<file path="config.mk">
export PLATFORM = sky130hd
export DESIGN_NAME = lin_xcvr_ctrl
export DESIGN_NICKNAME = d
export VERILOG_FILES = /design/src/rtl/lin_xcvr_pkg.sv /design/src/rtl/lin_wake_if.sv /design/src/rtl/lin_wake_detect.sv /design/src/rtl/lin_tx_guard.sv /design/src/rtl/lin_xcvr_ctrl.sv
export SDC_FILE = /design/constraint.sdc
export NUM_CORES = 1
export LEC_CHECK = 0
export ABC_AREA = 0
export BUFFER_PORTS_ARGS = -buffer_cell sky130_fd_sc_hd__buf_4
export CAP_MARGIN = 40
export CORE_MARGIN = 1.5
export CORE_UTILIZATION = 60
export DETAILED_ROUTE_END_ITERATION = 16
export PLACE_DENSITY = 0.77
export SKIP_LAST_GASP = 1
export SYNTH_ARGS = -nofsm -noshare
export SYNTH_HDL_FRONTEND = slang
export SYNTH_SLANG_ARGS = --single-unit
</file>
<file path="constraint.sdc">
create_clock -name i_clk_sys -period 5.2 [get_ports i_clk_sys]
set_clock_uncertainty 0.2 [all_clocks]
set_input_delay 0.52 -clock i_clk_sys [delete_from_list [all_inputs] [get_ports i_clk_sys]]
set_output_delay 0.52 -clock i_clk_sys [all_outputs]
set_load 0.05 [all_outputs]
</file>
<file path="src/rtl/lin_xcvr_pkg.sv">
// Package for the transceiver mode and wake-up control logic.
// Assumes a single 100 MHz system clock; all times become cycle counts here.
package lin_xcvr_pkg;

   // ****************************************
   // Clock rate
   // ****************************************
   localparam int CLK_MHZ = 100;

   // ****************************************
   // Timing figures in their own units
   // ****************************************
   localparam int T_DOM_MS = 6;          // Dominant time-out, least
   localparam int T_TXD_HIGH_US = 10;    // Recessive hold to clear time-out
   localparam int T_BUS_US = 30;         // Bus wake debounce, least
   localparam int T_WAKE_US = 7;         // Local wake debounce, least
   localparam int T_WAKE_REARM_US = 6;   // Local wake high re-arm time
   localparam int T_NORM_US = 2;         // Pre-normal to normal delay, least
   localparam int T_SLEEP_US = 2;        // Normal to sleep delay, least

   // ****************************************
   // Derived cycle counts (time-out, clear and re-arm counts are whole cycles plus one)
   // ****************************************
   localparam int DOM_CYC = T_DOM_MS * 1000 * CLK_MHZ + 1;
   localparam int TXD_HIGH_CYC = T_TXD_HIGH_US * CLK_MHZ + 1;
   localparam int BUS_CYC = T_BUS_US * CLK_MHZ;
   localparam int WAKE_CYC = T_WAKE_US * CLK_MHZ;
   localparam int REARM_CYC = T_WAKE_REARM_US * CLK_MHZ + 1;
   localparam int NORM_CYC = T_NORM_US * CLK_MHZ;
   localparam int SLEEP_CYC = T_SLEEP_US * CLK_MHZ;

   localparam int CNT_W = 20;

   // ****************************************
   // Operating modes
   // ****************************************
   typedef enum logic [1:0] {
      MODE_PRENORMAL = 2'b00,
      MODE_NORMAL = 2'b01,
      MODE_SLEEP = 2'b10
   } lin_mode_t;

   typedef enum logic [1:0] {
      SRC_NONE = 2'b00,
      SRC_REMOTE = 2'b01,
      SRC_LOCAL = 2'b10
   } wake_src_t;

endpackage

</file>
<file path="src/rtl/lin_wake_if.sv">
// Interface carrying wake-up events from the detectors and their arming from the controller.
// Assumes one system clock shared by both ends.
`timescale 1ns/1ns
`default_nettype none
interface lin_wake_if;
   logic arm;        // Detectors raise wake pulses only while asleep
   logic remote_req; // One-cycle remote wake pulse
   logic local_req;  // One-cycle local wake pulse
   modport ctrl (output arm, input remote_req, input local_req);
   modport det (input arm, output remote_req, output local_req);
endinterface
`default_nettype wire

</file>
<file path="src/rtl/lin_wake_detect.sv">
// Remote and local wake-up detectors with debounce.
// Assumes synchronous inputs; arm is high only in sleep mode.
`timescale 1ns/1ns
`default_nettype none
module lin_wake_detect
   import lin_xcvr_pkg::*;
#(
   parameter int BUS_TC = BUS_CYC,
   parameter int WAKE_TC = WAKE_CYC,
   parameter int REARM_TC = REARM_CYC
) (
   input wire logic i_clk_sys,
   input wire logic i_rst_n,
   input wire logic i_lin_rx,
   input wire logic i_wake,
   lin_wake_if.det wk
);

   logic [CNT_W-1:0] bus_cnt_q;
   logic bus_ok_q;
   logic lin_prev_q;
   logic [CNT_W-1:0] loc_cnt_q;
   logic [CNT_W-1:0] hi_cnt_q;
   logic loc_armed_q;
   logic loc_done_q;
   logic wake_prev_q;
   logic remote_q;
   logic local_q;

   assign wk.remote_req = remote_q;
   assign wk.local_req = local_q;

   // ****************************************
   // Remote wake: fall, dominant for debounce, rise
   // ****************************************
   always_ff @(posedge i_clk_sys or negedge i_rst_n) begin
      if (!i_rst_n) begin
         bus_cnt_q <= '0;
         bus_ok_q <= 1'b0;
         lin_prev_q <= 1'b1;
         remote_q <= 1'b0;
      end else begin
         lin_prev_q <= i_lin_rx;
         remote_q <= 1'b0;
         if (!wk.arm) begin
            bus_cnt_q <= '0;
            bus_ok_q <= 1'b0;
         end else if (lin_prev_q && !i_lin_rx) begin
            // Only a fresh falling edge starts timing; a bus stuck low never wakes
            bus_cnt_q <= CNT_W'(1);
            bus_ok_q <= 1'b0;
         end else if (!i_lin_rx && bus_cnt_q != '0) begin
            if (bus_cnt_q >= CNT_W'(BUS_TC)) bus_ok_q <= 1'b1;
            else bus_cnt_q <= bus_cnt_q + CNT_W'(1);
         end else if (!lin_prev_q && i_lin_rx) begin
            remote_q <= bus_ok_q; // Rising edge completes the sequence
            bus_cnt_q <= '0;
            bus_ok_q <= 1'b0;
         end
      end
   end

   // ****************************************
   // Local wake: fall, low for debounce; re-arm after long high
   // ****************************************
   always_ff @(posedge i_clk_sys or negedge i_rst_n) begin
      if (!i_rst_n) begin
         loc_cnt_q <= '0;
         hi_cnt_q <= '0;
         loc_armed_q <= 1'b0;
         loc_done_q <= 1'b0;
         wake_prev_q <= 1'b1;
         local_q <= 1'b0;
      end else begin
         wake_prev_q <= i_wake;
         local_q <= 1'b0;
         // High time counted at all times, so re-arm needs a real high phase
         if (i_wake) begin
            if (hi_cnt_q < CNT_W'(REARM_TC)) hi_cnt_q <= hi_cnt_q + CNT_W'(1);
            else loc_armed_q <= 1'b1;
         end else begin
            // A low phase forgets any earlier long high, so only the phase just ended re-arms
            hi_cnt_q <= '0;
            loc_armed_q <= 1'b0;
         end
         if (!wk.arm) begin
            loc_cnt_q <= '0;
            loc_done_q <= 1'b0;
         end else if (wake_prev_q && !i_wake && loc_armed_q) begin
            loc_cnt_q <= CNT_W'(1);
            loc_armed_q <= 1'b0; // Held low from sleep entry never fires
         end else if (!i_wake && loc_cnt_q != '0 && !loc_done_q) begin
            if (loc_cnt_q >= CNT_W'(WAKE_TC)) begin
               local_q <= 1'b1;
               loc_done_q <= 1'b1;
            end else begin
               loc_cnt_q <= loc_cnt_q + CNT_W'(1);
            end
         end else if (i_wake) begin
            loc_cnt_q <= '0;
            loc_done_q <= 1'b0;
         end
      end
   end

endmodule
`default_nettype wire

</file>
<file path="src/rtl/lin_tx_guard.sv">
// Transmit dominant time-out guard.
// Assumes transmit input synchronous to the system clock.
`timescale 1ns/1ns
`default_nettype none
module lin_tx_guard
   import lin_xcvr_pkg::*;
#(
   parameter int DOM_TC = DOM_CYC,
   parameter int HIGH_TC = TXD_HIGH_CYC
) (
   input wire logic i_clk_sys,
   input wire logic i_rst_n,
   input wire logic i_txd,
   output logic o_timeout
);

   logic [CNT_W-1:0] low_cnt_q;
   logic [CNT_W-1:0] high_cnt_q;
   logic timeout_q;

   assign o_timeout = timeout_q;

   // ****************************************
   // Low time counter trips, long high clears
   // ****************************************
   always_ff @(posedge i_clk_sys or negedge i_rst_n) begin
      if (!i_rst_n) begin
         low_cnt_q <= '0;
         high_cnt_q <= '0;
         timeout_q <= 1'b0;
      end else if (!i_txd) begin
         high_cnt_q <= '0;
         if (low_cnt_q >= CNT_W'(DOM_TC)) timeout_q <= 1'b1;
         else low_cnt_q <= low_cnt_q + CNT_W'(1);
      end else begin
         low_cnt_q <= '0;
         if (high_cnt_q >= CNT_W'(HIGH_TC)) timeout_q <= 1'b0;
         else high_cnt_q <= high_cnt_q + CNT_W'(1);
      end
   end

endmodule
`default_nettype wire

</file>
<file path="src/rtl/lin_xcvr_ctrl.sv">
// Mode and wake-up control of a single-wire bus transceiver.
// Assumes all pin levels arrive already synchronous to i_clk_sys.
`timescale 1ns/1ns
`default_nettype none

// Notes on behaviour
// Low transmit input drives bus dominant when permitted
// Long transmit low trips driver off
// High beyond ten microseconds clears time-out
// Receive output mirrors bus in normal mode
// Enable high selects normal mode, both paths; code ignores enable in sleep and reaches normal from pre-normal only
// Enable fall with transmit high enters sleep
// Inhibit on in normal, off in sleep
// Any wake event turns inhibit on
// Power-up enters pre-normal, inhibit on
// Pre-normal to normal needs enable high
// Sleep accepted whatever bus or wake level
// Remote wake: fall, debounced dominant, rise
// Remote wake: pre-normal, inhibit, termination, receive low
// Local wake: fall then debounced low
// Local wake also strongly pulls transmit pin
// Local re-arm needs six microseconds high
// Wake held low keeps device asleep
// Wake source shown on transmit pin pull
// Enable high clears wake flags immediately
// Undervoltage blocks transmission
// Over-temperature switches driver off, hysteresis external
// Sleep: no termination, weak pull-up, inhibit floats
// Bus wake debounce thirty microseconds least
// Local wake debounce seven microseconds least
// Normal entry delay two microseconds least
// Sleep entry delay two microseconds least
// All timings are counters on one clock
module lin_xcvr_ctrl
   import lin_xcvr_pkg::*;
#(
   parameter int DOM_TC = DOM_CYC,
   parameter int BUS_TC = BUS_CYC,
   parameter int WAKE_TC = WAKE_CYC
) (
   input wire logic i_clk_sys,
   input wire logic i_rst_n,
   input wire logic i_txd,
   input wire logic i_en,
   input wire logic i_wake,
   input wire logic i_lin_rx,
   input wire logic i_undervolt,
   input wire logic i_overtemp,
   output logic o_lin_drive,
   output logic o_rxd_drive,
   output logic o_rxd_oe,
   output logic o_txd_weak_pd,
   output logic o_txd_strong_pd,
   output logic o_regulator_inhibit_out,
   output logic o_regulator_inhibit_oe,
   output logic o_term_en,
   output logic o_weak_pullup,
   output logic [1:0] o_mode
);

   // ****************************************
   // State
   // ****************************************
   lin_mode_t mode_q;
   wake_src_t src_q, src_d;
   logic [CNT_W-1:0] dly_cnt_q;
   logic en_prev_q;
   logic sleep_pend_q;
   logic tx_timeout;
   logic tx_ok;
   lin_wake_if wk ();

   // ****************************************
   // Sub-blocks
   // ****************************************
   lin_tx_guard #(
      .DOM_TC(DOM_TC),
      .HIGH_TC(TXD_HIGH_CYC)
   ) u_guard (
      .i_clk_sys(i_clk_sys),
      .i_rst_n(i_rst_n),
      .i_txd(i_txd),
      .o_timeout(tx_timeout)
   );

   lin_wake_detect #(
      .BUS_TC(BUS_TC),
      .WAKE_TC(WAKE_TC),
      .REARM_TC(REARM_CYC)
   ) u_wake (
      .i_clk_sys(i_clk_sys),
      .i_rst_n(i_rst_n),
      .i_lin_rx(i_lin_rx),
      .i_wake(i_wake),
      .wk(wk)
   );

   // Detectors listen only while asleep
   assign wk.arm = (mode_q == MODE_SLEEP);

   // ****************************************
   // Mode machine
   // ****************************************
   // Reset stands for supply power-up
   always_ff @(posedge i_clk_sys or negedge i_rst_n) begin
      if (!i_rst_n) begin
         mode_q <= MODE_PRENORMAL;
         dly_cnt_q <= '0;
         en_prev_q <= 1'b0;
         sleep_pend_q <= 1'b0;
      end else begin
         en_prev_q <= i_en;
         case (mode_q)
            MODE_PRENORMAL: begin
               sleep_pend_q <= 1'b0;
               // Enable must stay high for the whole delay
               if (!i_en) begin
                  dly_cnt_q <= '0;
               end else if (dly_cnt_q >= CNT_W'(NORM_CYC - 1)) begin
                  mode_q <= MODE_NORMAL;
                  dly_cnt_q <= '0;
               end else begin
                  dly_cnt_q <= dly_cnt_q + CNT_W'(1);
               end
            end
            MODE_NORMAL: begin
               // Falling enable with transmit high arms sleep entry
               if (en_prev_q && !i_en && i_txd) begin
                  sleep_pend_q <= 1'b1;
                  dly_cnt_q <= '0;
               end else if (sleep_pend_q) begin
                  if (i_en) begin
                     // Glitch on enable: abandon the request
                     sleep_pend_q <= 1'b0;
                     dly_cnt_q <= '0;
                  end else if (dly_cnt_q >= CNT_W'(SLEEP_CYC - 1)) begin
                     // Bus and wake levels play no part here
                     mode_q <= MODE_SLEEP;
                     sleep_pend_q <= 1'b0;
                     dly_cnt_q <= '0;
                  end else begin
                     dly_cnt_q <= dly_cnt_q + CNT_W'(1);
                  end
               end
            end
            MODE_SLEEP: begin
               dly_cnt_q <= '0;
               sleep_pend_q <= 1'b0;
               if (wk.remote_req || wk.local_req) begin
                  mode_q <= MODE_PRENORMAL;
               end
            end
            default: begin
               mode_q <= MODE_PRENORMAL;
               dly_cnt_q <= '0;
               sleep_pend_q <= 1'b0;
            end
         endcase
      end
   end

   // ****************************************
   // Wake source memory
   // ****************************************
   always_comb begin
      src_d = src_q;
      if (wk.local_req) src_d = SRC_LOCAL;
      else if (wk.remote_req) src_d = SRC_REMOTE;
      else if (i_en) src_d = SRC_NONE;
   end

   always_ff @(posedge i_clk_sys or negedge i_rst_n) begin
      if (!i_rst_n) src_q <= SRC_NONE;
      else src_q <= src_d;
   end

   // ****************************************
   // Pin drivers, all registered
   // ****************************************
   // Driver permitted only in normal mode, healthy supply, cool die
   assign tx_ok = (mode_q == MODE_NORMAL) && !tx_timeout
                  && !i_undervolt && !i_overtemp;

   always_ff @(posedge i_clk_sys or negedge i_rst_n) begin
      if (!i_rst_n) begin
         o_lin_drive <= 1'b0;
         o_rxd_drive <= 1'b0;
         o_rxd_oe <= 1'b0;
         o_txd_weak_pd <= 1'b0;
         o_txd_strong_pd <= 1'b0;
         o_regulator_inhibit_out <= 1'b0;
         o_regulator_inhibit_oe <= 1'b0;
         o_term_en <= 1'b0;
         o_weak_pullup <= 1'b0;
         o_mode <= 2'b00;
      end else begin
         o_lin_drive <= tx_ok && !i_txd;
         // Open drain: low in normal mode when bus dominant, in pre-normal when wake flag pending
         if (mode_q == MODE_NORMAL) begin
            o_rxd_oe <= !i_lin_rx;
         end else begin
            o_rxd_oe <= (mode_q == MODE_PRENORMAL) && (src_d != SRC_NONE);
         end
         o_rxd_drive <= 1'b0;
         o_txd_weak_pd <= (mode_q == MODE_PRENORMAL) && (src_d == SRC_REMOTE);
         o_txd_strong_pd <= (mode_q == MODE_PRENORMAL) && (src_d == SRC_LOCAL);
         // High-side switch: on outside sleep, floating in sleep
         o_regulator_inhibit_out <= (mode_q != MODE_SLEEP);
         o_regulator_inhibit_oe <= (mode_q != MODE_SLEEP);
         o_term_en <= (mode_q != MODE_SLEEP);
         o_weak_pullup <= (mode_q == MODE_SLEEP);
         o_mode <= mode_q;
      end
   end

endmodule
`default_nettype wire

</file>
Word level (Yosys, flattened, before mapping)
Index checks and enable logic that the tools add are counted.

storage, ports and cells
  bits in registers = 142

operators by class
  add/sub/neg operators = 6
  magnitude comparators = 6
  eq/ne operators = 25
  mux-type cells = 64
  reduce and logical (&&, ||, !) cells = 37

operators by type and width
  cell                                                                 count
  two-way mux 20 bit                                                   21
  adder 20 x 1 -> 20 bit, second input constant                        6
  greater-or-equal comparator 20 x 10 -> 1 bit, second input constant  2
  one-hot mux 20 bit (2 select lines)                                  1
  nonzero test 20 bit                                                  2
  two-way mux 1 bit                                                    31
  inequality test 2 bit, second input constant                         11
  greater-or-equal comparator 20 x 12 -> 1 bit, second input constant  1
  greater-or-equal comparator 20 bit, second input constant            1
  greater-or-equal comparator 20 x 8 -> 1 bit, second input constant   1
  less-than comparator 20 x 10 -> 1 bit, second input constant         1
  two-way mux 2 bit                                                    10
  inequality test 4 bit, second input constant                         5
  logical AND 1 bit                                                    16
  zero test 1 bit                                                      9
  inequality test 3 bit, second input constant                         3
  AND reduction 2 bit                                                  4
  AND reduction 7 bit                                                  1
  one-hot mux 2 bit (3 select lines)                                   1
  equality test 2 x 1 -> 1 bit, second input constant                  2
  equality test 2 bit, second input constant                           2
  inequality test 2 x 1 -> 1 bit, second input constant                2
  nonzero test 2 bit                                                   2
  AND reduction 3 bit                                                  1
  2 further kinds                                                      2

Longest topological paths before layout
Gate-level depths: netlist of run 1.

  word-level depth = 6
  mapped depth = 9
  mapped depth without buffers = 7

Hierarchy
A second synthesis of run 1 with hierarchy kept.

unflattened totals
  cell total of the unflattened synthesis = 675
  area total of the unflattened synthesis = 7,018.0 µm²

modules (own cells, without submodules)
  module           instances  cells each  area each (µm²)
  lin_wake_detect  1          312         3,169.3
  lin_tx_guard     1          211         2,133.3
  lin_xcvr_ctrl    1          152         1,715.4

Worst setup path after synthesis of run 1
OpenSTA, ideal clock, no wires.

  path type = flip-flop to flip-flop
  start = register u_guard.low_cnt_q[1]
  end = register u_guard.low_cnt_q[15]
  library setup time = 0.128 ns
  data arrival time = 2.167 ns
  slack = 2.705 ns
  stages on the path, launching flop included = 9
  buffers on the path = 1
  path through = dfrtp_1 -> inv_1 -> ha_1 -> or4b_1 -> o311ai_2 -> a21oi_2 -> buf_6 -> nor4_1 -> mux2_1

between the ends
  longest elaborated chain between the ends = 3

RTL lines
  what                    RTL line            RTL
  start, declared         lin_tx_guard.sv:17  logic [CNT_W-1:0] low_cnt_q;
  start signal, assigned  lin_tx_guard.sv:34  else low_cnt_q <= low_cnt_q + CNT_W'(1);
  adder 20 x 1 -> 20 bit  lin_tx_guard.sv:34
  two-way mux 20 bit      lin_tx_guard.sv:33  if (low_cnt_q >= CNT_W'(DOM_TC)) timeout_q <= 1'b1;
  two-way mux 20 bit      lin_tx_guard.sv:31  end else if (!i_txd) begin

Several ways; a longest one is shown, not always the timed one. The select of a mux whose other input is x is not followed.
A chain may end at the register's enable or synchronous reset.

Worst setup path after layout of run 1
  start = register u_guard.low_cnt_q[1]
  end = register u_guard.low_cnt_q[12]

The elaborated chain is that of the path after synthesis.

==> impl_metrics.xml, run 1 <==
<?xml version="1.0" encoding="UTF-8"?>
<metrics>
  <group name="run_status">
    <metric name="run_status" unit="">finished clean</metric>
  </group>
  <group name="floorplanning">
    <metric name="floorplan.rows" unit="">38</metric>
    <metric name="die-area" unit="um^2">11900</metric>
    <metric name="start_util" unit="%">61.9</metric>
    <metric name="ioPinCount" unit="">19</metric>
    <metric name="die_x" unit="um">109</metric>
    <metric name="die_h" unit="um">109</metric>
    <metric name="core" unit="um^2">10900</metric>
  </group>
  <group name="run">
    <metric name="timing.max_cap.violations" unit="">0</metric>
  </group>
  <group name="grt">
    <metric name="grt_overflow" unit="">0</metric>
    <metric name="grt_pass1_wl" unit="um">22700</metric>
    <metric name="first_global_vias" unit="">5122</metric>
    <metric name="antenna_found_initial" unit="">0</metric>
    <metric name="grt_util_all_layers" unit="%">24.3</metric>
    <metric name="largest_net_degree_at_the_start_of_global_routing" unit="">61</metric>
  </group>
  <group name="route">
    <metric name="count_of_tritonroute_iterations_in_the_first_routing_pass" unit="">5</metric>
    <metric name="ant_nets" unit="">0</metric>
    <metric name="vias" unit="">5199</metric>
    <metric name="routed_via_count_divided_by_cell_count" unit="">6.19</metric>
    <metric name="initialDrtViolationCount" unit="">386</metric>
    <metric name="detail_route.wirelength" unit="um">13200</metric>
    <metric name="post_drt_wl_per_cell" unit="um">15.8</metric>
    <metric name="drc" unit="">0</metric>
  </group>
  <group name="min_path">
    <metric name="min_delay_worst_endpoint" unit="">o_lin_drive</metric>
    <metric name="min_path_cells" unit="">3</metric>
    <metric name="min_path_type" unit="">primary input to flip-flop</metric>
    <metric name="hold_path_startpoint" unit="">i_undervolt</metric>
  </group>
  <group name="timing">
    <metric name="timing.fmax" unit="MHz">356</metric>
    <metric name="finalHoldViolations" unit="">0</metric>
    <metric name="totalNegativeSetupSlack" unit="ps">0</metric>
    <metric name="max-slew-margin-rel" unit="%">42.1</metric>
    <metric name="rsz0062_at_grt" unit="">false</metric>
    <metric name="worst-slew-pin-transition" unit="ps">865</metric>
    <metric name="fin_worst_hold_slack" unit="ps">67.3</metric>
    <metric name="timing.final.setup_violations" unit="">0</metric>
    <metric name="final.min_clock_period" unit="ps">2810</metric>
    <metric name="timing.final.crit_share" unit="%">54.0</metric>
    <metric name="finalWorstSetupSlack" unit="ps">2390</metric>
    <metric name="report.final.slew_viol_count" unit="">0</metric>
  </group>
  <group name="clocking">
    <metric name="clock-root-buffer" unit="">sky130_fd_sc_hd__clkbuf_8</metric>
    <metric name="cts_max_level" unit="">4</metric>
    <metric name="clock_sink_count" unit="">142</metric>
    <metric name="tritoncts.num_buffers" unit="">17</metric>
    <metric name="cts_resized" unit="">0</metric>
    <metric name="cts_tree" unit="">built</metric>
    <metric name="clock_tree.buffer_depth" unit="">2</metric>
    <metric name="cts.clk_slew.worst_paths" unit="ps">60</metric>
    <metric name="insertion_delay" unit="ps">530</metric>
    <metric name="cts_setup_buffers" unit="">0</metric>
  </group>
  <group name="synth">
    <metric name="synthArstFlopShare" unit="%">100</metric>
    <metric name="syn-mean-instance-area" unit="um^2">10.0</metric>
    <metric name="post-synth-top-area-cell" unit="">sky130_fd_sc_hd__dfrtp_1</metric>
    <metric name="syn-instance-count" unit="">672</metric>
    <metric name="synthTopCellsByArea" unit="">sky130_fd_sc_hd__dfrtp_1 52%, sky130_fd_sc_hd__and2_1 4.3%, sky130_fd_sc_hd__a21oi_1 3.0%</metric>
    <metric name="postSynth.topFlopCell" unit="">sky130_fd_sc_hd__dfrtp_1</metric>
    <metric name="synth_seq_cells" unit="">142</metric>
    <metric name="syn-cell-area" unit="um^2">6740</metric>
    <metric name="number_of_distinct_library_cells_after_synthesis" unit="">60</metric>
    <metric name="seq_area_frac_synth" unit="%">52.8</metric>
    <metric name="yosysTopAreaCellShare" unit="%">52.0</metric>
    <metric name="synth_enable_flop_cells" unit="">0</metric>
    <metric name="yosys_warning_count" unit="">0</metric>
    <metric name="post_syn_nets" unit="">693</metric>
  </group>
  <group name="placed_design">
    <metric name="dpl_cell_area" unit="um^2">6980</metric>
    <metric name="io_buffer_count" unit="">17</metric>
    <metric name="hpwl" unit="um">8500</metric>
    <metric name="detailedPlace.worstSlack" unit="ps">2430</metric>
    <metric name="gpl.final_weighted_congestion" unit="">0.876</metric>
  </group>
  <group name="final_layout">
    <metric name="final_layout_size_suffix_gt1_share" unit="%">9.29</metric>
    <metric name="design_area" unit="um^2">7640</metric>
    <metric name="nNetsFinal" unit="">708</metric>
    <metric name="diodes" unit="">0</metric>
    <metric name="nFillCells" unit="">783</metric>
    <metric name="final_util" unit="%">70.2</metric>
    <metric name="seq_area" unit="um^2">3560</metric>
    <metric name="area.growth.synth_to_final" unit="%">13.4</metric>
    <metric name="multiInputGateArea" unit="um^2">2950</metric>
  </group>
  <group name="setup_path">
    <metric name="critical_path.startpoint_type" unit="">flip-flop</metric>
    <metric name="critical_path_class" unit="">flip-flop to flip-flop</metric>
    <metric name="worst-endpoint-required" unit="ps">5440</metric>
    <metric name="reg_to_reg_endpoint" unit="">u_guard.low_cnt_q[12]</metric>
    <metric name="critical_path.max_fanout" unit="">20</metric>
    <metric name="setup.worst_path.end_class" unit="">flip-flop</metric>
    <metric name="worst_r2r_path_depth" unit="">8</metric>
    <metric name="reg2reg_from" unit="">u_guard.low_cnt_q[1]</metric>
    <metric name="ff2ff_setup_slack" unit="ps">2390</metric>
    <metric name="worst_ep_arrival_time" unit="ps">3050</metric>
  </group>
  <group name="pwr">
    <metric name="vdd.ir_drop.worst" unit="mV">0.231</metric>
    <metric name="powerDensity" unit="nW/um^2">329</metric>
    <metric name="p_leak" unit="nW">3.39</metric>
  </group>
</metrics>
power breakdown:
| part | total, W | switching (W) | internal [W] |
|---|---|---|---|
| combinational | 0.000103 | 0.0000711 | 0.0000322 |
| clock | 0.00128 | 0.000448 | 0.000836 |
| sequential | 0.00113 | 0.0000117 | 0.00112 |
| total | 0.00252 | 0.000531 | 0.00198 |
cells in the final DEF, fill, tap and decap left out, types with 17 or more instances in the layout:
master                      n
sky130_fd_sc_hd__dfrtp_1  140
sky130_fd_sc_hd__o21ai_0   27
sky130_fd_sc_hd__nor4_1    20
sky130_fd_sc_hd__inv_1     25
sky130_fd_sc_hd__buf_4     19
sky130_fd_sc_hd__o31ai_1   19
sky130_fd_sc_hd__nand3_1   25
sky130_fd_sc_hd__a21oi_1   40
sky130_fd_sc_hd__or4_1     21
sky130_fd_sc_hd__nand2_1   40
sky130_fd_sc_hd__or3_1     17
sky130_fd_sc_hd__and2_1    46
sky130_fd_sc_hd__nor2_1    50
critical path, cell delays in order (launching register included):
cell	delay, ps
sky130_fd_sc_hd__dfrtp_1	380
sky130_fd_sc_hd__inv_1	70
sky130_fd_sc_hd__ha_1	170
sky130_fd_sc_hd__or4b_1	480
sky130_fd_sc_hd__o311ai_2	260
sky130_fd_sc_hd__a21oi_2	210
sky130_fd_sc_hd__buf_8	210
sky130_fd_sc_hd__or4_1	510
sky130_fd_sc_hd__a21oi_1	210
timing repair:
item	in CTS	in global routing
hold endpoints to repair	48	0
hold buffers	4	0
endpoints found under the setup margin	0	0
registers in the layout, indices dropped and copies added (netlist names), 2 cells and up:
register,cells
u_wake.loc_cnt_q,20
src_q,2
dly_cnt_q,20
mode_q,2
o_mode,2
u_guard.high_cnt_q,20
u_guard.low_cnt_q,20
u_wake.bus_cnt_q,20
u_wake.hi_cnt_q,20
worst max path at each step:
stage | startpoint | end | depth (start not counted)
after floorplan | u_guard.low_cnt_q[1] | u_guard.low_cnt_q[15] | 8
after global placement | u_guard.low_cnt_q[1] | u_guard.low_cnt_q[15] | 7
after detailed placement | u_guard.low_cnt_q[1] | u_guard.low_cnt_q[15] | 8
after CTS | u_guard.low_cnt_q[1] | u_guard.low_cnt_q[12] | 8
after global routing | dly_cnt_q[0] | dly_cnt_q[11] | 6
final | u_guard.low_cnt_q[1] | u_guard.low_cnt_q[12] | 8
through the flow:
step | cells | total power (W)
6_report | 840 | 0.00252
5_1_grt | 840 | 0.00260
4_1_cts | 840 | 0.00254
3_5_place_dp | 804 | 0.00125
3_3_place_gp | 800 | 0.00124
2_1_floorplan | 672 | 0.00120
cell usage after synthesis, drive strengths merged (3+ instances only):
cell type and count:
a211oi 6, a21boi 3, a21oi 41, a31oi 3, and2 46, and3 16, and4 5, buf 7
clkbuf 24, dfrtp 140, ha 13, inv 25, mux2 4, mux2i 6, nand2 40, nand2b 10
nand3 25, nand4 15, nor2 50, nor2b 8, nor3 11, nor3b 4, nor4 20, o2111ai 4
o211ai 5, o21a 6, o21ai 28, o311ai 3, o31a 4, o31ai 19, or2 3, or3 17
or4 21, or4b 3, xnor2 9, xor2 4
area by class of cell:
type,count,area share [%]
Clock buffer,20,5.70
Sequential cell,142,46.5
Multi-Input combinational cell,474,38.6
Timing Repair Buffer,27,3.16
Tap cell,140,2.29
Clock inverter,12,2.50
Inverter,25,1.23
routing by layer:
metal	up-vias	GRT usage, %	share of wire, %
li1	2470	-	-
met1	2591	30.0	44
met2	114	41.4	50
met3	24	5.92	3.8
met4	0	9.21	1.6
met5	-	0	0
cells by family (layout without fill, tap and decap cells):
group	count (synthesis)	in the layout	share of synthesized area, %
AOI/OAI and AO/OA	135	135	13.0
muxes	10	10	1.56
other	1	1	0.0556
adders and majority gates	13	13	2.41
and+or+nand+nor	302	302	25.1
buffers and inverters	56	84	3.43
xor gates and xnor gates	13	13	1.69
DFF	142	142	52.8
Note: power is estimated with default switching activity, not from simulation.
==> inputs of run 2 (changes only) <==
--- a/config.mk
+++ b/config.mk
@@ -5,11 +5,11 @@
 export SDC_FILE = /design/constraint.sdc
 export NUM_CORES = 1
 export LEC_CHECK = 0
-export ABC_AREA = 0
+export ABC_AREA = 1
 export BUFFER_PORTS_ARGS = -buffer_cell sky130_fd_sc_hd__buf_4
 export CAP_MARGIN = 40
 export CORE_MARGIN = 1.5
-export CORE_UTILIZATION = 60
+export CORE_UTILIZATION = 57
 export DETAILED_ROUTE_END_ITERATION = 16
 export PLACE_DENSITY = 0.77
 export SKIP_LAST_GASP = 1
==> constraint.sdc (replaced) <==
create_clock -name i_clk_sys -period 2.5 [get_ports i_clk_sys]
set_clock_uncertainty 0.2 [all_clocks]
set_input_delay 0.25 -clock i_clk_sys [delete_from_list [all_inputs] [get_ports i_clk_sys]]
set_output_delay 0.25 -clock i_clk_sys [all_outputs]
set_load 0.05 [all_outputs]
==> impl_metrics.xml, run 2 <==
<?xml version="1.0" encoding="UTF-8"?>
<metrics>
  <group name="route">
    <metric name="detail_route.wirelength" unit="um">14700</metric>
    <metric name="post_drt_wl_per_cell" unit="um">12.9</metric>
    <metric name="ant_nets" unit="">0</metric>
    <metric name="drc" unit="">0</metric>
    <metric name="count_of_tritonroute_iterations_in_the_first_routing_pass" unit="">5</metric>
    <metric name="routed_via_count_divided_by_cell_count" unit="">5.09</metric>
    <metric name="initialDrtViolationCount" unit="">476</metric>
    <metric name="vias" unit="">5808</metric>
  </group>
  <group name="setup_path">
    <metric name="worst-endpoint-required" unit="ps">2580</metric>
    <metric name="critical_path.startpoint_type" unit="">primary input</metric>
    <metric name="reg_to_reg_endpoint" unit="">u_wake.loc_cnt_q[9]</metric>
    <metric name="crit_start" unit="">i_lin_rx</metric>
    <metric name="critical_path.max_fanout" unit="">19</metric>
    <metric name="critical_path.cell_chain" unit="">dlygate4sd3_1, buf_4, inv_1, nand2_1, nand2_1, nor2_2, inv_1, nor2_4, o21ai_0</metric>
    <metric name="worst_ep_arrival_time" unit="ps">2230</metric>
    <metric name="crit_path_top_delay_cell" unit="">sky130_fd_sc_hd__dlygate4sd3_1</metric>
    <metric name="critPathCapture" unit="">u_wake.bus_cnt_q[2]</metric>
    <metric name="reg2reg_from" unit="">mode_q[0]</metric>
    <metric name="setup.worst_path.end_class" unit="">flip-flop</metric>
    <metric name="highest_cell_delay_on_the_worst_timing_path" unit="ps">520</metric>
    <metric name="ff2ff_setup_slack" unit="ps">390</metric>
    <metric name="critical_path_class" unit="">primary input to flip-flop</metric>
    <metric name="worst_r2r_path_depth" unit="">8</metric>
  </group>
  <group name="floorplanning">
    <metric name="die-area" unit="um^2">13700</metric>
    <metric name="die_h" unit="um">117</metric>
    <metric name="start_util" unit="%">58.7</metric>
    <metric name="ioPinCount" unit="">19</metric>
    <metric name="die_x" unit="um">117</metric>
    <metric name="core" unit="um^2">12700</metric>
    <metric name="floorplan.rows" unit="">41</metric>
  </group>
  <group name="run">
    <metric name="timing.max_cap.violations" unit="">0</metric>
  </group>
  <group name="synth">
    <metric name="synthArstFlopShare" unit="%">100</metric>
    <metric name="synthTopCellsByArea" unit="">sky130_fd_sc_hd__dfrtp_1 47%, sky130_fd_sc_hd__nand2_1 12%, sky130_fd_sc_hd__nor2_1 7.4%</metric>
    <metric name="syn-mean-instance-area" unit="um^2">7.98</metric>
    <metric name="syn-cell-area" unit="um^2">7440</metric>
    <metric name="post-synth-top-area-cell" unit="">sky130_fd_sc_hd__dfrtp_1</metric>
    <metric name="synthTopCellsByCount" unit="">236 x sky130_fd_sc_hd__nand2_1, 146 x sky130_fd_sc_hd__nor2_1, 140 x sky130_fd_sc_hd__dfrtp_1</metric>
    <metric name="seq_area_frac_synth" unit="%">47.8</metric>
    <metric name="post_syn_nets" unit="">953</metric>
    <metric name="synth_seq_cells" unit="">142</metric>
    <metric name="syn-instance-count" unit="">932</metric>
    <metric name="number_of_distinct_library_cells_after_synthesis" unit="">43</metric>
    <metric name="postSynth.topFlopCell" unit="">sky130_fd_sc_hd__dfrtp_1</metric>
    <metric name="synth_enable_flop_cells" unit="">0</metric>
    <metric name="yosys_warning_count" unit="">0</metric>
    <metric name="post-synth-top-count-cell" unit="">sky130_fd_sc_hd__nand2_1</metric>
    <metric name="yosysTopAreaCellShare" unit="%">47.1</metric>
  </group>
  <group name="clocking">
    <metric name="cts_setup_buffers" unit="">0</metric>
    <metric name="clock_tree.buffer_depth" unit="">2</metric>
    <metric name="cts_resized" unit="">0</metric>
    <metric name="cts_tree" unit="">built</metric>
    <metric name="insertion_delay" unit="ps">420</metric>
    <metric name="clock_sink_count" unit="">142</metric>
    <metric name="cts.clk_slew.worst_paths" unit="ps">60</metric>
    <metric name="cts_max_level" unit="">4</metric>
    <metric name="tritoncts.num_buffers" unit="">17</metric>
    <metric name="clock-root-buffer" unit="">sky130_fd_sc_hd__clkbuf_16</metric>
    <metric name="post_cts_hold_buffer_count" unit="">6</metric>
  </group>
  <group name="pwr">
    <metric name="powerDensity" unit="nW/um^2">619</metric>
    <metric name="power.switching_fraction" unit="%">21.6</metric>
    <metric name="power_frac_clock" unit="%">51.7</metric>
    <metric name="p_leak" unit="nW">3.96</metric>
    <metric name="p_int" unit="W">0.00406</metric>
    <metric name="seq_power_share" unit="%">45.1</metric>
    <metric name="vdd.ir_drop.worst" unit="mV">0.475</metric>
    <metric name="power.switching" unit="W">0.00112</metric>
    <metric name="comb_power_share" unit="%">3.1</metric>
  </group>
  <group name="final_layout">
    <metric name="final_layout_size_suffix_gt1_share" unit="%">9.48</metric>
    <metric name="nFillCells" unit="">1064</metric>
    <metric name="final_cell_count_no_fill" unit="">1142</metric>
    <metric name="mostFrequentLayoutCell" unit="">sky130_fd_sc_hd__nand2_1</metric>
    <metric name="layout_common_cells" unit="">236 x sky130_fd_sc_hd__nand2_1, 146 x sky130_fd_sc_hd__nor2_1, 140 x sky130_fd_sc_hd__dfrtp_1</metric>
    <metric name="multiInputGateArea" unit="um^2">3230</metric>
    <metric name="area.growth.synth_to_final" unit="%">12.5</metric>
    <metric name="nNetsFinal" unit="">978</metric>
    <metric name="seq_area" unit="um^2">3560</metric>
    <metric name="diodes" unit="">0</metric>
  </group>
  <group name="grt">
    <metric name="grt_util_all_layers" unit="%">24.0</metric>
    <metric name="largest_net_degree_at_the_start_of_global_routing" unit="">55</metric>
    <metric name="grt_overflow" unit="">0</metric>
    <metric name="first_global_vias" unit="">5620</metric>
    <metric name="antenna_found_initial" unit="">0</metric>
    <metric name="grt_pass1_wl" unit="um">25900</metric>
  </group>
  <group name="min_path">
    <metric name="min_path_type" unit="">primary input to flip-flop</metric>
  </group>
  <group name="timing">
    <metric name="final.min_clock_period" unit="ps">2150</metric>
    <metric name="timing.fmax" unit="MHz">465</metric>
    <metric name="timing.final.crit_share" unit="%">86.0</metric>
    <metric name="rsz0062_at_grt" unit="">false</metric>
    <metric name="timing.final.setup_violations" unit="">0</metric>
    <metric name="report.final.slew_viol_count" unit="">0</metric>
    <metric name="worst-slew-pin-transition" unit="ps">489</metric>
    <metric name="finalHoldViolations" unit="">0</metric>
    <metric name="max-slew-margin-rel" unit="%">67.1</metric>
    <metric name="totalNegativeSetupSlack" unit="ps">0</metric>
  </group>
  <group name="placed_design">
    <metric name="io_buffer_count" unit="">17</metric>
    <metric name="dpl.cell_count" unit="">1104</metric>
    <metric name="gpl.final_weighted_congestion" unit="">0.912</metric>
    <metric name="hpwl" unit="um">9710</metric>
  </group>
  <group name="run_status">
    <metric name="run_status" unit="">finished clean</metric>
  </group>
</metrics>
==> run 2: cell types whose count changed after synthesis, sizes merged, moves of 21 or more <==
| cell | before | now |
|---|---|---|
| nand2 | 40 | 242 |
| nor2 | 50 | 166 |
| inv | 25 | 127 |
| and2 | 46 | 0 |
| nand3 | 25 | 62 |
| a21oi | 41 | 9 |
| xor2 | 4 | 33 |
| or4 | 21 | 0 |
==> run 2: worst min-delay path by stage <==
stage | start | depth (start not counted) | to
4_1_cts | i_txd | 3 | u_guard.high_cnt_q[19]
3_3_place_gp | i_rst_n | 1 | dly_cnt_q[2]
6_report | i_txd | 3 | u_guard.high_cnt_q[19]
2_1_floorplan | i_rst_n | 0 | dly_cnt_q[0]
5_1_grt | i_txd | 3 | u_guard.high_cnt_q[15]
3_5_place_dp | i_rst_n | 1 | dly_cnt_q[1]
==> run 2: power by group through the flow <==
stage	Combinational (W)	Clock (W)	Sequential [W]
2_1_floorplan	0.0000793	0	0.00237
4_1_cts	0.000167	0.00271	0.00234
3_5_place_dp	0.000160	0	0.00238
3_3_place_gp	0.000157	0	0.00238
6_report	0.000163	0.00268	0.00234
5_1_grt	0.000187	0.00279	0.00234
==> run 2: worst max-delay path, delay by kind of cell <==
kind / cells / cell delay [ps]
AND/OR/NAND/NOR: 4 / 920
AO/OA/AOI/OAI: 1 / 180
buffers and inverters: 4 / 850
==> run 2: logic make-up (layout without fill, tap and decap cells) <==
family	after synthesis	after routing	synth area share, %
adders and majority gates	13	13	2.19
buffers and inverters	150	188	8.73
AOI/OAI and AO/OA	61	61	4.54
and+or+nand+nor	525	525	31.9
DFF	142	142	47.8
other	1	1	0.0504
muxes	1	1	0.135
xor gates and xnor gates	39	39	4.59
==> run 2: layout make-up <==
| type | count | share of cell area, % |
|---|---|---|
| tap | 172 | 2.57 |
| clock inverter | 14 | 2.29 |
| timing repair buffer | 27 | 2.95 |
| clock buffer | 18 | 5.25 |
| multi-input combinational | 640 | 38.6 |
| sequential | 142 | 42.5 |
| inverter | 129 | 5.85 |
==> run 2: through the flow <==
stage	area [um^2]	hold WS [ps]	util [%]	total power (W)	setup slack (ps)
finish	8370	18.5	66.0	0.00518	350
global route	8370	36.7	66.0	0.00532	200
CTS	8370	9.34	66.0	0.00521	386
detailed placement	7680	13.9	60.6	0.00254	410
global placement	7680	8.05	60.6	0.00253	430
floorplan	7440	-246	-	0.00245	702
==> run 2: per-layer routing <==
layer  GRT usage, %  vias up  wire length, um  part of all wire [%]
met3           5.51       17              484                   3.3
met2           40.2       87             7140                    49
li1               -     2974                -                     -
met1           31.0     2730             6870                    47
met4           8.11        0              191                   1.3
met5              0        -                0                     0
==> inputs of run 3 (changes only) <==
--- a/config.mk
+++ b/config.mk
@@ -15,4 +15,5 @@
 export SKIP_LAST_GASP = 1
 export SYNTH_ARGS = -nofsm -noshare
 export SYNTH_HDL_FRONTEND = slang
+export SYNTH_HIERARCHICAL = 1
 export SYNTH_SLANG_ARGS = --single-unit
==> impl_metrics.xml, run 3 <==
<?xml version="1.0" encoding="UTF-8"?>
<metrics>
  <group name="pwr">
    <metric name="vdd.ir_drop.worst" unit="mV">0.476</metric>
    <metric name="p_leak" unit="nW">4.32</metric>
    <metric name="powerDensity" unit="nW/um^2">634</metric>
  </group>
  <group name="synth">
    <metric name="synthArstFlopShare" unit="%">100</metric>
    <metric name="compound_cell_area_share_of_the_yosys_netlist" unit="%">3.25</metric>
    <metric name="yosys_warning_count" unit="">6</metric>
    <metric name="synth_enable_flop_cells" unit="">0</metric>
    <metric name="yosysTopAreaCellShare" unit="%">46.2</metric>
    <metric name="post-synth-top-count-cell" unit="">sky130_fd_sc_hd__nand2_1</metric>
    <metric name="postSynth.topFlopCell" unit="">sky130_fd_sc_hd__dfrtp_1</metric>
    <metric name="post-synth-top-area-cell" unit="">sky130_fd_sc_hd__dfrtp_1</metric>
    <metric name="syn-mean-instance-area" unit="um^2">7.51</metric>
    <metric name="post_syn_nets" unit="">1032</metric>
    <metric name="synthSimpleGateAreaFrac" unit="%">34.6</metric>
    <metric name="synthTopCellsByArea" unit="">sky130_fd_sc_hd__dfrtp_1 46%, sky130_fd_sc_hd__nand2_1 14%, sky130_fd_sc_hd__nor2_1 9.2%</metric>
    <metric name="syn-cell-area" unit="um^2">7590</metric>
    <metric name="synth_seq_cells" unit="">142</metric>
    <metric name="yosys-mux-area-fraction" unit="%">0.132</metric>
    <metric name="syn-instance-count" unit="">1011</metric>
    <metric name="yosys.area_share.adder" unit="%">2.14</metric>
    <metric name="number_of_distinct_library_cells_after_synthesis" unit="">40</metric>
    <metric name="dominant_combinational_cell_family_by_area_after_synthesis" unit="">simple AND/OR/NAND/NOR gates</metric>
    <metric name="synthTopCellsByCount" unit="">277 x sky130_fd_sc_hd__nand2_1, 185 x sky130_fd_sc_hd__nor2_1, 140 x sky130_fd_sc_hd__dfrtp_1</metric>
    <metric name="post_synth_xor_area_fraction" unit="%">4.15</metric>
    <metric name="seq_area_frac_synth" unit="%">46.9</metric>
  </group>
  <group name="setup_path">
    <metric name="reg2reg_from" unit="">u_wake/loc_cnt_q[0]</metric>
    <metric name="critical_path_class" unit="">flip-flop to flip-flop</metric>
    <metric name="cp.buffers_inverters" unit="">3</metric>
    <metric name="ff2ff_setup_slack" unit="ps">330</metric>
    <metric name="worst_ep_arrival_time" unit="ps">2290</metric>
    <metric name="reg_to_reg_endpoint" unit="">u_wake/loc_cnt_q[11]</metric>
    <metric name="highest_cell_delay_on_the_worst_timing_path" unit="ps">400</metric>
    <metric name="critical_path.max_fanout" unit="">12</metric>
    <metric name="critical_path.cell_chain" unit="">inv_1, ha_1, nand2_1, nor2_1, nand3_1, nand2_2, nand3_2, inv_1, nor2_2, buf_4, nor2_2</metric>
    <metric name="worst-endpoint-required" unit="ps">2610</metric>
    <metric name="worst_r2r_path_depth" unit="">11</metric>
    <metric name="critical_path.startpoint_type" unit="">flip-flop</metric>
    <metric name="crit_path_top_delay_cell" unit="">sky130_fd_sc_hd__dfrtp_1</metric>
    <metric name="setup.worst_path.end_class" unit="">flip-flop</metric>
    <metric name="timing.critical_path.max_delay_family" unit="">simple AND/OR/NAND/NOR gates</metric>
  </group>
  <group name="clocking">
    <metric name="cts_setup_buffers" unit="">0</metric>
    <metric name="cts_max_level" unit="">4</metric>
    <metric name="clock_sink_count" unit="">142</metric>
    <metric name="clock_tree.buffer_depth" unit="">2</metric>
    <metric name="cts.clk_slew.worst_paths" unit="ps">60</metric>
    <metric name="insertion_delay" unit="ps">420</metric>
    <metric name="cts_resized" unit="">0</metric>
    <metric name="tritoncts.num_buffers" unit="">17</metric>
    <metric name="cts_tree" unit="">built</metric>
    <metric name="clock-root-buffer" unit="">sky130_fd_sc_hd__clkbuf_16</metric>
  </group>
  <group name="final_layout">
    <metric name="nFillCells" unit="">1071</metric>
    <metric name="final_layout_size_suffix_gt1_share" unit="%">9.63</metric>
    <metric name="area.growth.synth_to_final" unit="%">12.4</metric>
    <metric name="diodes" unit="">0</metric>
    <metric name="nNetsFinal" unit="">1058</metric>
    <metric name="mostFrequentLayoutCell" unit="">sky130_fd_sc_hd__nand2_1</metric>
    <metric name="layout_common_cells" unit="">277 x sky130_fd_sc_hd__nand2_1, 185 x sky130_fd_sc_hd__nor2_1, 140 x sky130_fd_sc_hd__dfrtp_1</metric>
    <metric name="design_area" unit="um^2">8530</metric>
  </group>
  <group name="grt">
    <metric name="antenna_found_initial" unit="">0</metric>
    <metric name="first_global_vias" unit="">5787</metric>
    <metric name="largest_net_degree_at_the_start_of_global_routing" unit="">61</metric>
    <metric name="grt_pass1_wl" unit="um">26300</metric>
    <metric name="globalRoute.busiestLayer" unit="">met2</metric>
    <metric name="grt.met2_usage" unit="%">37.2</metric>
    <metric name="grt_util_all_layers" unit="%">23.1</metric>
    <metric name="grt_overflow" unit="">0</metric>
    <metric name="use_met3" unit="%">5.98</metric>
    <metric name="grt_util_met1" unit="%">30.5</metric>
  </group>
  <group name="route">
    <metric name="post_drt_wl_per_cell" unit="um">12.3</metric>
    <metric name="drc" unit="">0</metric>
    <metric name="count_of_tritonroute_iterations_in_the_first_routing_pass" unit="">5</metric>
    <metric name="initialDrtViolationCount" unit="">544</metric>
    <metric name="routed_via_count_divided_by_cell_count" unit="">5.02</metric>
    <metric name="detail_route.wirelength" unit="um">15000</metric>
    <metric name="vias" unit="">6133</metric>
    <metric name="ant_nets" unit="">0</metric>
  </group>
  <group name="timing">
    <metric name="worst-slew-pin-transition" unit="ps">573</metric>
    <metric name="timing.final.setup_violations" unit="">0</metric>
    <metric name="rsz0062_at_grt" unit="">false</metric>
    <metric name="finalHoldViolations" unit="">0</metric>
    <metric name="max-slew-margin-rel" unit="%">61.6</metric>
    <metric name="report.final.slew_viol_count" unit="">0</metric>
    <metric name="timing.fmax" unit="MHz">460</metric>
    <metric name="timing.final.crit_share" unit="%">86.9</metric>
    <metric name="final.min_clock_period" unit="ps">2170</metric>
    <metric name="totalNegativeSetupSlack" unit="ps">0</metric>
  </group>
  <group name="run_status">
    <metric name="run_status" unit="">finished clean</metric>
  </group>
  <group name="floorplanning">
    <metric name="die-area" unit="um^2">14000</metric>
    <metric name="start_util" unit="%">59.2</metric>
    <metric name="die_h" unit="um">118</metric>
    <metric name="ioPinCount" unit="">19</metric>
    <metric name="core" unit="um^2">12800</metric>
    <metric name="floorplan.rows" unit="">41</metric>
    <metric name="die_x" unit="um">118</metric>
  </group>
  <group name="min_path">
    <metric name="min_path_type" unit="">primary input to async pin</metric>
  </group>
  <group name="placed_design">
    <metric name="dpl_cell_area" unit="um^2">7850</metric>
    <metric name="gpl.final_weighted_congestion" unit="">0.889</metric>
    <metric name="hpwl" unit="um">9830</metric>
    <metric name="io_buffer_count" unit="">17</metric>
  </group>
  <group name="run">
    <metric name="timing.max_cap.violations" unit="">0</metric>
  </group>
</metrics>
[run 3: cells by family after synthesis]
kind of cell             count (synthesis)
XOR/XNOR                                36
multiplexers                             1
buffers and inverters                  158
other                                    1
flip-flops                             142
adder cells (fa/ha/maj)                 13
AND/OR/NAND/NOR                        615
AO/OA/AOI/OAI                           45
[run 3: through the flow]
step / util (%) / hold WS, ps / std cells / total power (W) / worst slack, ps
detailed placement: 61.2 / 30.4 / 1183 / 0.00288 / 356
global placement: 61.2 / 24.4 / 1183 / 0.00287 / 404
CTS: 66.5 / 151 / 1221 / 0.00548 / 339
finish: 66.5 / 140 / 1221 / 0.00541 / 327
global route: 66.5 / 174 / 1221 / 0.00563 / 154
floorplan: - / -246 / 1011 / 0.00276 / 598
[run 3: what timing repair did]
action,in CTS,in global routing
endpoints found under the setup margin,0,0
hold buffers,7,0
endpoints found under the hold margin,70,0
[run 3: power by group]
group	switching (W)	internal (W)	leakage (nW)
sequential	0.0000513	0.00235	1.95
clock	0.000923	0.00164	0.295
combinational	0.000311	0.000131	2.08
total	0.00128	0.00412	4.32
[run 3: area by class of cell]
| type | count | area (um^2) | area share (%) |
|---|---|---|---|
| Multi-Input combinational cell | 711 | 3360 | 39.4 |
| Inverter | 130 | 488 | 5.72 |
| Timing Repair Buffer | 35 | 297 | 3.48 |
| Tap cell | 172 | 215 | 2.52 |
| Clock buffer | 21 | 470 | 5.52 |
| Sequential cell | 142 | 3560 | 41.7 |
| Clock inverter | 10 | 138 | 1.61 |
[run 3: per-layer routing]
layer,wire length (um),vias to the layer above
met1,7020,2819
li1,-,3148
met4,191,0
met5,0,-
met2,7060,145
met3,727,21
[run 3: how the worst max path moves through the flow]
stage,end,cells past startpoint,slack (ps),startpoint
2_1_floorplan,u_wake/loc_cnt_q[9],10,600,mode_q[0]
3_3_place_gp,u_wake/loc_cnt_q[14],11,400,u_wake/loc_cnt_q[0]
3_5_place_dp,u_wake/loc_cnt_q[11],11,360,u_wake/loc_cnt_q[0]
4_1_cts,u_wake/loc_cnt_q[11],11,340,u_wake/loc_cnt_q[0]
5_1_grt,u_wake/loc_cnt_q[11],11,150,u_wake/loc_cnt_q[0]
6_report,u_wake/loc_cnt_q[11],11,330,u_wake/loc_cnt_q[0]
